$ cat src/charge_mode_regs.vh
/*
 * Constants of the USB charge-mode controller: register offsets,
 * field positions, reset values, mode codes and timing counts.
 * Assumes inclusion by bare name from the design files.
 */
`ifndef CHARGE_MODE_REGS_VH
`define CHARGE_MODE_REGS_VH

// ----------------------------------------------------------------
// Register map (byte addresses)
// ----------------------------------------------------------------
`define ADDR_CTRL 4'h0
`define ADDR_STATUS 4'h4
`define CTRL_RESET 32'h0000_0001
`define CTRL_DATA_ALLOW 0
`define CTRL_RESCAN 1

// Status field positions
`define ST_DCP_LO 0
`define ST_DCP_HI 1
`define ST_MODE_LO 2
`define ST_MODE_HI 4
`define ST_DATA_SW 5
`define ST_PWR_SW 6
`define ST_DISCHG 7
`define ST_FAULT_N 8
`define ST_STATUS_N 9
`define ST_EN 10
`define ST_OVERCUR 11

// ----------------------------------------------------------------
// Mode classes and detection states
// ----------------------------------------------------------------
`define CLS_DCP 2'h0
`define CLS_SDP 2'h1
`define CLS_CLIENT 2'h2
`define CLS_CDP 2'h3
`define DCP_HIGH_BIAS 2'h0
`define DCP_BRIEF_12V 2'h1
`define DCP_SHORTED 2'h2

// ----------------------------------------------------------------
// Timing
// ----------------------------------------------------------------
`define T_BRIEF_12V 20'h09c40 // 1000 us at 40 MHz
`define T_DISCHARGE 20'h04e20 // 500 us at 40 MHz
`define TIMER_W 20

`endif

$ cat src/sync3.v
/*
 * Three-stage input synchroniser with agreement filter.
 * Assumes the input is asynchronous to mclk; the output follows once
 * the second and third stages agree.
 */
`default_nettype none

module sync3 #(
    parameter RST = 1'b0
) (
    // Clock, reset, enable
    input wire mclk,
    input wire arst_n,
    input wire ce,
    // Data
    input wire din,
    output reg dout
);

reg s1_r;
reg s2_r;
reg s3_r;

// Stage chain; s1_r feeds only s2_r
always @(posedge mclk or negedge arst_n)
begin
    if (!arst_n)
    begin
        s1_r <= RST;
        s2_r <= RST;
        s3_r <= RST;
        dout <= RST;
    end
    else if (ce)
    begin
        s1_r <= din;
        s2_r <= s1_r;
        s3_r <= s2_r;
        if (s2_r == s3_r)
            dout <= s3_r; // Only a settled level counts
    end
end

endmodule

`default_nettype wire

$ cat src/hold_timer.v
/*
 * One-shot interval timer: start loads LEN cycles, busy stands while
 * counting, done pulses one cycle at the end. Abort cancels silently.
 * Assumes start and abort come from logic on mclk.
 */
`default_nettype none

module hold_timer #(
    parameter W = 20,
    parameter [W-1:0] LEN = {{(W-1){1'b0}}, 1'b1}
) (
    // Clock, reset, enable
    input wire mclk,
    input wire arst_n,
    input wire ce,
    // Control
    input wire start,
    input wire abort,
    // Status
    output reg busy,
    output reg done
);

reg [W-1:0] cnt_r;

// Countdown; a restart while busy reloads the full interval
always @(posedge mclk or negedge arst_n)
begin
    if (!arst_n)
    begin
        cnt_r <= {W{1'b0}};
        busy <= 1'b0;
        done <= 1'b0;
    end
    else if (ce)
    begin
        done <= 1'b0;
        if (abort)
        begin
            busy <= 1'b0;
            cnt_r <= {W{1'b0}};
        end
        else if (start)
        begin
            busy <= 1'b1;
            cnt_r <= LEN;
        end
        else if (busy)
        begin
            if (cnt_r <= {{(W-1){1'b0}}, 1'b1})
            begin
                busy <= 1'b0;
                done <= 1'b1;
            end
            cnt_r <= cnt_r - {{(W-1){1'b0}}, 1'b1};
        end
    end
end

endmodule

`default_nettype wire

$ cat src/usb_charge_mode_controller.v
/*
 * USB charging-port mode controller: mode decode, dedicated-charging
 * auto-detect machine, data-line and power switch gating, and an
 * AXI4-Lite register slave.
 * Assumes analog front ends report attach/release and overcurrent as
 * levels asynchronous to mclk, and that the AXI master runs on mclk.
 */
// Function
// Only one dedicated-charging state: automatic, machine picks shorted/high-bias/1.2 V
// Entering dedicated charging, detection starts in the high-bias scheme
// High-bias scheme drives both data lines to the 2.7 V bias
// A high-bias compatible device keeps the machine in high-bias
// BC1.2 device: power back on without discharge, brief 1.2 V, then shorted
// 1.2 V scheme shorts lines, pulls to 1.2 V for fixed time
// Shorted scheme joins D+ and D- through at most 200 ohms
// Shorted held until data line released, then back to high-bias
// Client mode: power switch off, data switches on
// Data switches close in CDP, SDP or client mode when enabled (code also needs the CTRL data-allow bit set)
// Data switches enabled only while enable input is high
// In CDP data switches stay closed, even during handshake
// Data switches open when enable low or in dedicated charging
// Current limit alone never opens the data switches
// Data switches open while the output is being discharged
// Portable device drives 0.6 V on D+, senses D- for port type
// Portable device drives 0.6 V on D-, senses D+ for CDP or DCP
// Decode three mode inputs into the six modes; follow every change
// No discharge on 000/001 or 110/111 changes
// Fault suppressed in 000 and 110; status and fault off in client
// Mode and enable inputs synchronised before decoding
// Reset: switches open, detection machine in high-bias
`include "charge_mode_regs.vh"
`default_nettype none

module usb_charge_mode_controller #(
    parameter [`TIMER_W-1:0] BRIEF_12V_CYC = `T_BRIEF_12V,
    parameter [`TIMER_W-1:0] DISCHARGE_CYC = `T_DISCHARGE
) (
    // Clock, reset, enable
    input wire mclk,
    input wire arst_n,
    input wire ce,
    // Mode and enable pins
    input wire mode_select_bit0,
    input wire mode_select_bit1,
    input wire mode_select_bit2,
    input wire port_enable,
    // Analog front-end indications
    input wire bc12_attach_det,
    input wire dline_released,
    input wire overcurrent,
    // Switch and bias controls
    output reg pwr_sw_on,
    output reg data_sw_on,
    output reg discharge_on,
    output reg ilim_high,
    output reg high_bias_scheme,
    output reg brief_12v_on,
    output reg dline_short_on,
    output reg status_n,
    output reg fault_n,
    // AXI4-Lite write address
    input wire s_axi_awvalid,
    output reg s_axi_awready,
    input wire [3:0] s_axi_awaddr,
    // AXI4-Lite write data
    input wire s_axi_wvalid,
    output reg s_axi_wready,
    input wire [31:0] s_axi_wdata,
    input wire [3:0] s_axi_wstrb,
    // AXI4-Lite write response
    output reg s_axi_bvalid,
    input wire s_axi_bready,
    output reg [1:0] s_axi_bresp,
    // AXI4-Lite read address
    input wire s_axi_arvalid,
    output reg s_axi_arready,
    input wire [3:0] s_axi_araddr,
    // AXI4-Lite read data
    output reg s_axi_rvalid,
    input wire s_axi_rready,
    output reg [31:0] s_axi_rdata,
    output reg [1:0] s_axi_rresp
);

// -------------------------------
// Input synchronisers
// -------------------------------
wire [2:0] code_s;
wire en_s;
wire bc12_s;
wire rel_s;
wire oc_s;

// Mode pins and enable settle before decode
sync3 u_sync_m0 (.mclk(mclk), .arst_n(arst_n), .ce(ce), .din(mode_select_bit0),
    .dout(code_s[2]));
sync3 u_sync_m1 (.mclk(mclk), .arst_n(arst_n), .ce(ce), .din(mode_select_bit1),
    .dout(code_s[1]));
sync3 u_sync_m2 (.mclk(mclk), .arst_n(arst_n), .ce(ce), .din(mode_select_bit2),
    .dout(code_s[0]));
sync3 u_sync_en (.mclk(mclk), .arst_n(arst_n), .ce(ce), .din(port_enable),
    .dout(en_s));
sync3 u_sync_bc (.mclk(mclk), .arst_n(arst_n), .ce(ce), .din(bc12_attach_det),
    .dout(bc12_s));
sync3 u_sync_rl (.mclk(mclk), .arst_n(arst_n), .ce(ce), .din(dline_released),
    .dout(rel_s));
sync3 u_sync_oc (.mclk(mclk), .arst_n(arst_n), .ce(ce), .din(overcurrent),
    .dout(oc_s));

// -------------------------------
// Mode decode
// -------------------------------
reg [1:0] cls;
reg hi_lim;

// Code is {bit0, bit1, bit2}; don't-care bits fold together
always @*
begin
    cls = `CLS_DCP;
    hi_lim = 1'b0;
    case (code_s)
        3'h0: cls = `CLS_DCP;
        3'h1:
        begin
            cls = `CLS_DCP;
            hi_lim = 1'b1;
        end
        3'h2, 3'h3: cls = `CLS_SDP;
        3'h4, 3'h5: cls = `CLS_CLIENT;
        3'h6: cls = `CLS_SDP;
        3'h7:
        begin
            cls = `CLS_CDP;
            hi_lim = 1'b1;
        end
        default: cls = `CLS_DCP;
    endcase
end

// -------------------------------
// Mode change tracking and output discharge
// -------------------------------
reg [2:0] code_r;
reg [1:0] cls_r;
reg hi_lim_r;
wire key_change;
wire pair_exempt;
wire dis_start;
wire dis_busy;

// Pairs sharing bit0 and bit1, 000/001 and 110/111, skip the discharge
assign key_change = (cls != cls_r) || (hi_lim != hi_lim_r);
assign pair_exempt = (code_r[2:1] == code_s[2:1]) &&
    ((code_s[2:1] == 2'h0) || (code_s[2:1] == 2'h3));
assign dis_start = key_change && !pair_exempt;

// Previous mode, so each change is seen once
always @(posedge mclk or negedge arst_n)
begin
    if (!arst_n)
    begin
        code_r <= 3'h0;
        cls_r <= `CLS_DCP;
        hi_lim_r <= 1'b0;
    end
    else if (ce)
    begin
        code_r <= code_s;
        cls_r <= cls;
        hi_lim_r <= hi_lim;
    end
end

hold_timer #(.W(`TIMER_W), .LEN(DISCHARGE_CYC)) u_dis_tmr (
    .mclk(mclk),
    .arst_n(arst_n),
    .ce(ce),
    .start(dis_start),
    .abort(1'b0),
    .busy(dis_busy),
    .done()
);

// -------------------------------
// Dedicated-charging auto-detect machine
// -------------------------------
localparam [1:0] ST_HB = `DCP_HIGH_BIAS;
localparam [1:0] ST_12 = `DCP_BRIEF_12V;
localparam [1:0] ST_SH = `DCP_SHORTED;

reg [1:0] dcp_r;
reg [1:0] dcp_nxt;
reg rescan_r;
wire in_dcp;
wire t12_start;
wire t12_done;

assign in_dcp = (cls == `CLS_DCP) && en_s && !dis_busy;
assign t12_start = in_dcp && (dcp_r == ST_HB) && bc12_s;

// One automatic state only; outside it the machine waits in high-bias
always @*
begin
    dcp_nxt = dcp_r;
    if (!in_dcp || rescan_r)
        dcp_nxt = ST_HB; // Every entry starts in high-bias
    else
    begin
        case (dcp_r)
            ST_HB:
                if (bc12_s)
                    dcp_nxt = ST_12; // BC1.2 device seen
                else
                    dcp_nxt = ST_HB; // Compatible device stays here
            ST_12:
                if (t12_done)
                    dcp_nxt = ST_SH; // Fixed interval over
            ST_SH:
                if (rel_s)
                    dcp_nxt = ST_HB; // Line released
            default: dcp_nxt = ST_HB;
        endcase
    end
end

// State register; reset lands in high-bias
always @(posedge mclk or negedge arst_n)
begin
    if (!arst_n)
        dcp_r <= ST_HB;
    else if (ce)
        dcp_r <= dcp_nxt;
end

hold_timer #(.W(`TIMER_W), .LEN(BRIEF_12V_CYC)) u_t12_tmr (
    .mclk(mclk),
    .arst_n(arst_n),
    .ce(ce),
    .start(t12_start),
    .abort(!in_dcp || rescan_r),
    .busy(),
    .done(t12_done)
);

// -------------------------------
// Register file
// -------------------------------
reg data_allow_r;
wire [31:0] status_word;

assign status_word = {20'h0, oc_s, en_s, status_n, fault_n, discharge_on,
    pwr_sw_on, data_sw_on, code_s, dcp_r};

// -------------------------------
// Switch, bias and indicator outputs
// -------------------------------
// All registered; overcurrent deliberately absent from data gating
always @(posedge mclk or negedge arst_n)
begin
    if (!arst_n)
    begin
        pwr_sw_on <= 1'b0; // Switches open out of reset
        data_sw_on <= 1'b0;
        discharge_on <= 1'b0;
        ilim_high <= 1'b0;
        high_bias_scheme <= 1'b0;
        brief_12v_on <= 1'b0;
        dline_short_on <= 1'b0;
        status_n <= 1'b1;
        fault_n <= 1'b1;
    end
    else if (ce)
    begin
        discharge_on <= dis_busy;
        // Client keeps power off; dedicated power stays on through 1.2 V
        pwr_sw_on <= en_s && !dis_busy && (cls != `CLS_CLIENT);
        // Data path: enable high, not dedicated, not discharging
        // CDP has no handshake exception, so switches stay closed
        data_sw_on <= en_s && !dis_busy && (cls != `CLS_DCP) && data_allow_r;
        ilim_high <= hi_lim;
        high_bias_scheme <= in_dcp && (dcp_nxt == ST_HB); // 2.7 V on both
        brief_12v_on <= in_dcp && (dcp_nxt == ST_12); // Short plus 1.2 V
        // 200 ohm tie in both 1.2 V and shorted phases
        dline_short_on <= in_dcp && ((dcp_nxt == ST_12) || (dcp_nxt == ST_SH));
        // Indicators silent in client, fault muted in 000 and 110
        status_n <= !(hi_lim && (cls != `CLS_CLIENT));
        fault_n <= !(oc_s && (cls != `CLS_CLIENT) && (code_s != 3'h0) &&
            (code_s != 3'h6));
    end
end

// -------------------------------
// AXI4-Lite write channel
// -------------------------------
reg aw_got_r;
reg w_got_r;
reg [3:0] aw_addr_r;
reg [31:0] w_data_r;
reg w_strb0_r;

// Address and data may arrive in either order; response after both
always @(posedge mclk or negedge arst_n)
begin
    if (!arst_n)
    begin
        s_axi_awready <= 1'b1;
        s_axi_wready <= 1'b1;
        s_axi_bvalid <= 1'b0;
        s_axi_bresp <= 2'h0;
        aw_got_r <= 1'b0;
        w_got_r <= 1'b0;
        aw_addr_r <= 4'h0;
        w_data_r <= 32'h0;
        w_strb0_r <= 1'b0;
        data_allow_r <= 1'b1;
        rescan_r <= 1'b0;
    end
    else if (ce)
    begin
        rescan_r <= 1'b0;
        if (s_axi_awvalid && s_axi_awready)
        begin
            aw_got_r <= 1'b1;
            aw_addr_r <= s_axi_awaddr;
            s_axi_awready <= 1'b0;
        end
        if (s_axi_wvalid && s_axi_wready)
        begin
            w_got_r <= 1'b1;
            w_data_r <= s_axi_wdata;
            w_strb0_r <= s_axi_wstrb[0];
            s_axi_wready <= 1'b0;
        end
        if (aw_got_r && w_got_r && !s_axi_bvalid)
        begin
            s_axi_bvalid <= 1'b1;
            if (aw_addr_r == `ADDR_CTRL)
            begin
                s_axi_bresp <= 2'h0;
                if (w_strb0_r)
                begin
                    data_allow_r <= w_data_r[`CTRL_DATA_ALLOW];
                    rescan_r <= w_data_r[`CTRL_RESCAN];
                end
            end
            else if (aw_addr_r == `ADDR_STATUS)
                s_axi_bresp <= 2'h0; // Read-only, write ignored
            else
                s_axi_bresp <= 2'h2; // Unmapped: SLVERR
        end
        if (s_axi_bvalid && s_axi_bready)
        begin
            s_axi_bvalid <= 1'b0;
            aw_got_r <= 1'b0;
            w_got_r <= 1'b0;
            s_axi_awready <= 1'b1;
            s_axi_wready <= 1'b1;
        end
    end
end

// -------------------------------
// AXI4-Lite read channel
// -------------------------------
// One read at a time; arready drops until the data is taken
always @(posedge mclk or negedge arst_n)
begin
    if (!arst_n)
    begin
        s_axi_arready <= 1'b1;
        s_axi_rvalid <= 1'b0;
        s_axi_rdata <= 32'h0;
        s_axi_rresp <= 2'h0;
    end
    else if (ce)
    begin
        if (s_axi_arvalid && s_axi_arready)
        begin
            s_axi_arready <= 1'b0;
            s_axi_rvalid <= 1'b1;
            s_axi_rresp <= 2'h0;
            case (s_axi_araddr)
                `ADDR_CTRL: s_axi_rdata <= {31'h0, data_allow_r};
                `ADDR_STATUS: s_axi_rdata <= status_word;
                default:
                begin
                    s_axi_rdata <= 32'h0;
                    s_axi_rresp <= 2'h2;
                end
            endcase
        end
        else if (s_axi_rvalid && s_axi_rready)
        begin
            s_axi_rvalid <= 1'b0;
            s_axi_arready <= 1'b1;
        end
    end
end

endmodule

`default_nettype wire

$ cat config.mk
export PLATFORM = sky130hd
export DESIGN_NAME = usb_charge_mode_controller
export DESIGN_NICKNAME = d
export VERILOG_FILES = /design/src/sync3.v /design/src/hold_timer.v /design/src/usb_charge_mode_controller.v
export VERILOG_INCLUDE_DIRS = /design/src
export SDC_FILE = /design/constraint.sdc
export NUM_CORES = 1
export LEC_CHECK = 0
export CAP_MARGIN = 10
export CORE_AREA = 2 2 152 154
export DETAILED_ROUTE_END_ITERATION = 7
export DIE_AREA = 0 0 154 156
export DONT_BUFFER_PORTS = 1
export GPL_ROUTABILITY_DRIVEN = 0
export GPL_TIMING_DRIVEN = 0
export PLACE_DENSITY = 0.45
export REMOVE_ABC_BUFFERS = 1
export SLEW_MARGIN = 0
export SYNTH_ARGS = -nofsm -noshare
export SYNTH_HDL_FRONTEND = slang
export SYNTH_SLANG_ARGS = --single-unit
$ cat constraint.sdc
create_clock -name mclk -period 4.9 [get_ports mclk]
set_clock_uncertainty 0.15 [all_clocks]
set_input_delay 0.49 -clock mclk [delete_from_list [all_inputs] [get_ports mclk]]
set_output_delay 0.49 -clock mclk [all_outputs]
set_load 0.02 [all_outputs]
==> out/qor.yml, run 1 <==
power:
  ir_drop_v: 0.000227
  leakagePower_uw: 0.00268
  power_per_cell_area_mw_per_mm2: 501
floorplan:
  dieArea_mm2: 0.0240
  fp-row-count: 55
  ios: 109
  core_area_mm2: 0.0224
  dieHeight_um: 156
  start_util: 0.246
  fp.dieW_um: 154
clock_network:
  clockBufferDepth: 2
  cts_setup_buffers: 0
  cts_hold_buf: 2
  cts.sinks: 116
  cts_tree: "done"
  h-tree-depth: 4
  path_clk_slew_ns: 0.05
  cts_resized: 0
  clk-insertion-delay-late_ns: 0.41
  root_buffer: "clkbuf_16"
  cts_made_buffers: 17
detailed_routing:
  drt_wl_total_um: 11600
  maxUsedRoutingLayer: "met4"
  wl_per_cell_um: 14.0
  wl_met2_um: 5500
  ant_nets: 0
  drc: 0
  vias: 3837
  via_per_inst: 4.61
  dr.pass1.iters: 4
  drtIter0Drc: 241
  wl_met1_um: 5430
  met3_length_um: 590
global_routing:
  grt_pass1_wl_um: 19500
  grt_pass1_vias: 3837
  gr-total-overflow: 0
  grt_max_degree: 117
  antenna_found_initial: 0
  grtUsageTotal: 0.102
layout:
  final_cell_mix: "110 x dfrtp_1, 47 x o21ai_0, 46 x nand2_1"
  design_area_mm2: 0.00632
  final_common_cell: "dfrtp_1"
  fillers: 2319
  final_nets: 603
  areaGrowthSynthToFinish_pct: 14.9
  drive_gt1_frac: 0.144
  layout.cells.non_filler: 832
  diodes: 0
timing:
  hold_slack_ns: 0.0322
  fmax_mhz: 314
  finalSetupViolations: 0
  rsz0062_at_grt: "no"
  fin_tns_setup_ns: 0
  finalCritPeriodShare: 0.650
  finalMaxSlewViolations: 0
  timing.final.ws_setup_ns: 1.71
  maxSlewHeadroom: 0.211
  worst_slew_pin_slew_ns: 1.18
  timing.final.crit_period_ns: 3.19
  finalHoldViolCount: 0
place:
  postPlaceCellArea_mm2: 0.00569
  dp_cells: 797
  hpwl_um: 7530
  numPortBuffers: 0
  pre_cts_slack_ns: 1.53
synthesis:
  synth_warnings: 0
  syn_avg_cell_area_um2: 10.2
  synth.yosys.seq_area_share: 0.529
  synth-edff-count: 0
  ys_seq_elements: 116
  syn-cell-area_mm2: 0.00550
  synthArstFlopShare: 1.00
  synth_top_flop_cell: "dfrtp_1"
  synthCells: 537
  ys_types: 55
worst_setup_path:
  cp.arrival_ns: 3.31
  r2r_cells: 8
  crit_path_end_kind: "flip-flop"
  cp_max_fo: 13
  worstSetupPathType: "reg -> reg"
  worstSetupStartpointType: "flip-flop"
  cp_data_required_time_ns: 5.02
run_status:
  status: "finished, final reports clean"
hold_path:
  hold_class: "in -> reg"
  holdPathStages: 1
run:
  drv_cap: 0
-- stage by stage --
stage | total power [uW] | utilization
5_1_grt | 3350 | 0.283
6_report | 3170 | 0.283
4_1_cts | 3210 | 0.282
2_1_floorplan | 1770 | -
3_3_place_gp | 1910 | 0.254
3_5_place_dp | 1930 | 0.254
-- where the power goes --
group,internal [uW],total [uW],switching (uW)
clock network,798,1240,440
logic,254,599,345
registers,1140,1330,192
-- cell families (layout without fill, tap and decap cells) --
kind of cell	after synthesis	in the layout	synth area share
buf+inv	73	62	0.0657
compound gates	124	124	0.141
flops	116	116	0.529
mux	29	29	0.0589
fa+ha+maj	10	10	0.0227
other cells	1	22	0.000681
xor+xnor	19	19	0.0302
simple gates	165	165	0.152
-- path summary, 6_finish.rpt --
path | end | startpoint | slack [ns]
setup reg to reg | u_dis_tmr.cnt_r[13] | u_sync_m0.dout | 1.71
min in group asynchronous | w_got_r | arst_n | 0.58
max in group asynchronous | u_sync_bc.dout | arst_n | 3.57
hold reg to reg | u_dis_tmr.cnt_r[18] | u_dis_tmr.cnt_r[18] | 0.33
setup / recovery | u_dis_tmr.cnt_r[13] | u_sync_m0.dout | 1.71
hold / removal | cls_r[0] | ce | 0.03
-- cell type report --
type	instances	area [um^2]	share of cell area
Inverter	26	97.6	0.0154
Tap cell	285	357	0.0564
Clock inverter	9	103	0.0162
Multi-Input combinational cell	369	2320	0.367
Sequential cell	116	2910	0.460
Clock buffer	23	488	0.0772
Timing Repair Buffer	4	50.0	0.00792
-- Yosys cell counts (8+ instances only) --
cell | instances | area share
nor3_1 | 15 | 0.014
buf_4 | 22 | 0.030
a22o_1 | 12 | 0.019
or3_1 | 12 | 0.014
o21ai_0 | 47 | 0.043
inv_1 | 25 | 0.017
nand3_1 | 21 | 0.019
nor2_1 | 38 | 0.026
ha_1 | 10 | 0.023
dfrtp_1 | 110 | 0.50
xnor2_1 | 11 | 0.018
nand2_1 | 46 | 0.031
clkbuf_1 | 18 | 0.012
a21oi_1 | 26 | 0.024
xor2_1 | 8 | 0.013
mux2_2 | 27 | 0.055
-- per-layer routing --
metal	up-vias	global-route usage
met5	-	0
met4	0	0.0383
met3	11	0.0294
met2	89	0.166
met1	1900	0.128
li1	1837	-
-- state kept, by name (all words and copies together) (netlist names), 2 cells and up --
signal	cells
u_dis_tmr.cnt_r	20
u_t12_tmr.cnt_r	20
s_axi_rdata	12
aw_addr_r	4
cls_r	2
code_r	2
dcp_r	2
w_data_r	2
-- worst max-delay path, cell delays in order (launching register included) --
cell and delay [ns]:
dfrtp_1 0.62, inv_1 0.13, ha_1 0.24, nand2b_1 0.16
a21oi_1 0.11, a2111oi_0 0.10, a31oi_1 0.98, and2_1 0.40
o21ai_0 0.15
No activity file was read; power rests on OpenSTA's default activity.
==> run 2: changes to the inputs <==
--- a/config.mk
+++ b/config.mk
@@ -6,10 +6,11 @@
 export SDC_FILE = /design/constraint.sdc
 export NUM_CORES = 1
 export LEC_CHECK = 0
+export ABC_AREA = 1
 export CAP_MARGIN = 10
-export CORE_AREA = 2 2 152 154
+export CORE_AREA = 2 2 159 161
 export DETAILED_ROUTE_END_ITERATION = 7
-export DIE_AREA = 0 0 154 156
+export DIE_AREA = 0 0 161 163
 export DONT_BUFFER_PORTS = 1
 export GPL_ROUTABILITY_DRIVEN = 0
 export GPL_TIMING_DRIVEN = 0
==> constraint.sdc (replaced) <==
create_clock -name mclk -period 3.1 [get_ports mclk]
set_clock_uncertainty 0.15 [all_clocks]
set_input_delay 0.31 -clock mclk [delete_from_list [all_inputs] [get_ports mclk]]
set_output_delay 0.31 -clock mclk [all_outputs]
set_load 0.02 [all_outputs]
==> run 2 against run 1 <==
  * Area after synthesis increased by 9.8%
  * Design area is 12% higher
  * Die area grew 9.2%
  * The run now ends with negative hold slack left
  * Non-clock buffer count rose by 17
  * Flip-flop and latch count unchanged
  * Count of clock-buffer cells in the layout decreased by 5
  * Sequential power is 55% higher
  * Largest power group unchanged
==> out/qor.yml, run 2 <==
layout:
  final_nets: 815  # was 603
  drive_gt1_frac: 0.111  # was 0.144
  diodes: 0  # unchanged
  largestRegisters: "u_dis_tmr.cnt_r (20), u_t12_tmr.cnt_r (20), s_axi_rdata (12)"  # unchanged
  final_cell_mix: "177 x nand2_1, 110 x dfrtp_1, 76 x inv_1"  # was 110 x dfrtp_1, 47 x o21ai_0, 46 x nand2_1
  areaGrowthSynthToFinish_pct: 16.6  # was 14.9%
  final_common_cell: "nand2_1"  # was dfrtp_1
  utilization: 0.286  # was 0.283
floorplan:
  dieArea_mm2: 0.0262  # was 0.0240 mm^2
  ios: 109  # unchanged
  dieHeight_um: 163  # was 156 um
  core_area_mm2: 0.0247  # was 0.0224 mm^2
  fp-row-count: 58  # was 55
  fp.dieW_um: 161  # was 154 um
  start_util: 0.245  # was 0.246
clock_network:
  cts_hold_buf: 21  # was 2
  root_buffer: "clkbuf_16"  # unchanged
  h-tree-depth: 4  # unchanged
  cts_resized: 0  # unchanged
  cts_made_buffers: 17  # unchanged
  cts_tree: "done"  # unchanged
  cts.sinks: 116  # unchanged
  cts_setup_buffers: 0  # unchanged
  clockBufferDepth: 2  # unchanged
  clk-insertion-delay-late_ns: 0.42  # was 0.41 ns
  path_clk_slew_ns: 0.06  # was 0.05 ns
detailed_routing:
  vias: 4566  # was 3837
  via_per_inst: 4.19  # was 4.61
  met3_length_um: 454  # was 590 um
  ant_nets: 0  # unchanged
  drtIter0Drc: 267  # was 241
  drt_wl_total_um: 13900  # was 11600 um
  wl_met1_um: 7170  # was 5430 um
  dr.pass1.iters: 4  # unchanged
  maxUsedRoutingLayer: "met4"  # unchanged
  drc: 0  # unchanged
  wl_per_cell_um: 12.8  # was 14.0 um
  wl_met2_um: 6160  # was 5500 um
synthesis:
  synth_top_area_frac: 0.455  # was 0.500
  synthArstFlopShare: 1.00  # unchanged
  synth-edff-count: 0  # unchanged
  ys_seq_elements: 116  # unchanged
  synth.yosys.seq_area_share: 0.481  # was 0.529
  synth.most_common_cell: "nand2_1"  # was dfrtp_1
  synthCells: 726  # was 537
  syn-cell-area_mm2: 0.00605  # was 0.00550 mm^2
  syn_avg_cell_area_um2: 8.33  # was 10.2 um^2
  ys_top_cells_by_count: "177 x nand2_1, 110 x dfrtp_1, 76 x inv_1"  # was 110 x dfrtp_1, 47 x o21ai_0, 46 x nand2_1
  synth.area.top_cells: "dfrtp_1 46%, nand2_1 11%, o21ai_0 5.5%, inv_1 4.7%, nor2_1 4.7%"  # was dfrtp_1 50%, mux2_2 5.5%, o21ai_0 4.3%, nand2_1 3.1%, buf_4 3.0%
  ys_types: 44  # was 55
  synth_warnings: 0  # unchanged
  netlist.top_cell.by_area: "dfrtp_1"  # unchanged
  synth_top_flop_cell: "dfrtp_1"  # unchanged
worst_setup_path:
  critPathTopFamily: "simple AND/OR/NAND/NOR gates"  # was compound AO/OA/AOI/OAI gates
  worstSetupPathType: "reg -> reg"  # unchanged
  cpMaxStageDelayCell: "nand2_1"  # was a31oi_1
  cp.arrival_ns: 2.79  # was 3.31 ns
  slowest_delay_ns: 0.89  # was 0.98 ns
  critPathBufInv: 1  # unchanged
  worstSetupStartpointType: "flip-flop"  # unchanged
  cp_data_required_time_ns: 3.24  # was 5.02 ns
  r2r_cells: 5  # was 8
  crit_path_frequent_cell: "nand2_1"
  timing.rr.start: "u_dis_tmr.busy"  # was u_sync_m0.dout
  path_cells: "nand2_1, inv_1, nand3_1, xor2_1, nand2_1"  # was inv_1, ha_1, nand2b_1, a21oi_1, a2111oi_0, a31oi_1, and2_1, o21ai_0
  crit_path_end_kind: "flip-flop"  # unchanged
  cp_max_fo: 21  # was 13
  r2r_slack_ns: 0.45  # was 1.71 ns
  r2r-end: "u_dis_tmr.cnt_r[14]"  # was u_dis_tmr.cnt_r[13]
timing:
  timing.final.crit_period_ns: 2.65  # was 3.19 ns
  worst_slew_pin_slew_ns: 1.20  # was 1.18 ns
  finalHoldViolCount: 116  # was 0
  finalSetupViolations: 0  # unchanged
  fmax_mhz: 377  # was 314 MHz
  finalCritPeriodShare: 0.855  # was 0.650
  finalMaxSlewViolations: 0  # unchanged
  hold_slack_ns: -0.568  # was 0.0322 ns
  maxSlewHeadroom: 0.200  # was 0.211
  timing.final.ws_setup_ns: 0.450  # was 1.71 ns
  fin_tns_setup_ns: 0  # unchanged
  rsz0062_at_grt: "no"  # unchanged
global_routing:
  grt_pass1_wl_um: 23900  # was 19500 um
  gr-total-overflow: 0  # unchanged
  antenna_found_initial: 0  # unchanged
  grt_pass1_vias: 4531  # was 3837
  grtUsageTotal: 0.114  # was 0.102
  grt_max_degree: 117  # unchanged
power:
  ir_drop_v: 0.000422  # was 0.000227 V
  leakagePower_uw: 0.00333  # was 0.00268 uW
  totalPowerFinal_uw: 4910  # was 3170 uW
  power_per_cell_area_mw_per_mm2: 696  # was 501 mW/mm^2
run:
  drv_cap: 0  # unchanged
run_status:
  violations: "negative hold slack"
  status: "finished, violations left"  # was finished, final reports clean
place:
  pre_cts_slack_ns: 0.469  # was 1.53 ns
  numPortBuffers: 0  # unchanged
  hpwl_um: 9280  # was 7530 um
hold_path:
  hold_class: "in -> async"  # was in -> reg
-- run 2: changes by cell type after synthesis, sizes merged, moves of 6 or more --
cell and change:
nand3 +39, or3 -12, xor2 +6, nand4 +6, a21oi -9, a22o -12
nand2 +140, mux2 -23, inv +55, clkbuf -9, or4 -6, nor2 +41
nor3 -11, o21ai +25
-- run 2: metal layers --
metal | vias up | GRT usage
met5 | - | 0
met4 | 0 | 0.0329
met3 | 8 | 0.0290
met2 | 63 | 0.170
met1 | 2145 | 0.162
li1 | 2350 | -
-- run 2: where the power goes --
part           leakage, uW  switching [uW]  internal [uW]
clock             0.000270             787           1150
combinational      0.00158             571            345
sequential         0.00148             278           1780
total              0.00333            1640           3270
-- run 2: cell families (layout without fill, tap and decap cells) --
kind of cell	after synthesis	after routing	synth area share
compound gates	104	104	0.0948
xor+xnor	20	20	0.0290
fa+ha+maj	10	10	0.0207
buf+inv	122	134	0.0981
flops	116	116	0.481
mux	4	4	0.00745
other cells	1	22	0.000620
simple gates	349	349	0.268
-- run 2: worst max path at each step --
stage                     cells after the start  slack [ns]             endpoint            from
after floorplan                               5        1.12  u_dis_tmr.cnt_r[14]  u_dis_tmr.busy
after global placement                        5        0.46  u_dis_tmr.cnt_r[14]  u_dis_tmr.busy
after detailed placement                      5        0.47  u_dis_tmr.cnt_r[14]  u_dis_tmr.busy
after CTS                                     5        0.44  u_dis_tmr.cnt_r[14]  u_dis_tmr.busy
after global routing                          5        0.26  u_dis_tmr.cnt_r[14]  u_dis_tmr.busy
final                                         5        0.45  u_dis_tmr.cnt_r[14]  u_dis_tmr.busy
-- run 2: stage by stage --
stage	instance area [um^2]	hold slack, ns	std cells
floorplan	5840	-0.136	706
global placement	6250	-0.133	1036
detailed placement	6250	-0.133	1036
CTS	7050	-0.585	1089
global route	7050	-0.589	1089
finish	7050	-0.568	1089
-- run 2: area by class of cell --
type	count	area [um^2]
clock buffer	18	439
clock inverter	14	143
fill	2668	17600
inverter	81	304
multi-input combinational	509	2620
sequential	116	2910
tap	330	413
timing repair buffer	21	220
-- run 2: worst register-to-register path, cell delays in order, from the launching register on --
cell and delay (ns):
dfrtp_1 0.42, nand2_1 0.89, inv_1 0.58, nand3_1 0.26, xor2_1 0.16, nand2_1 0.06
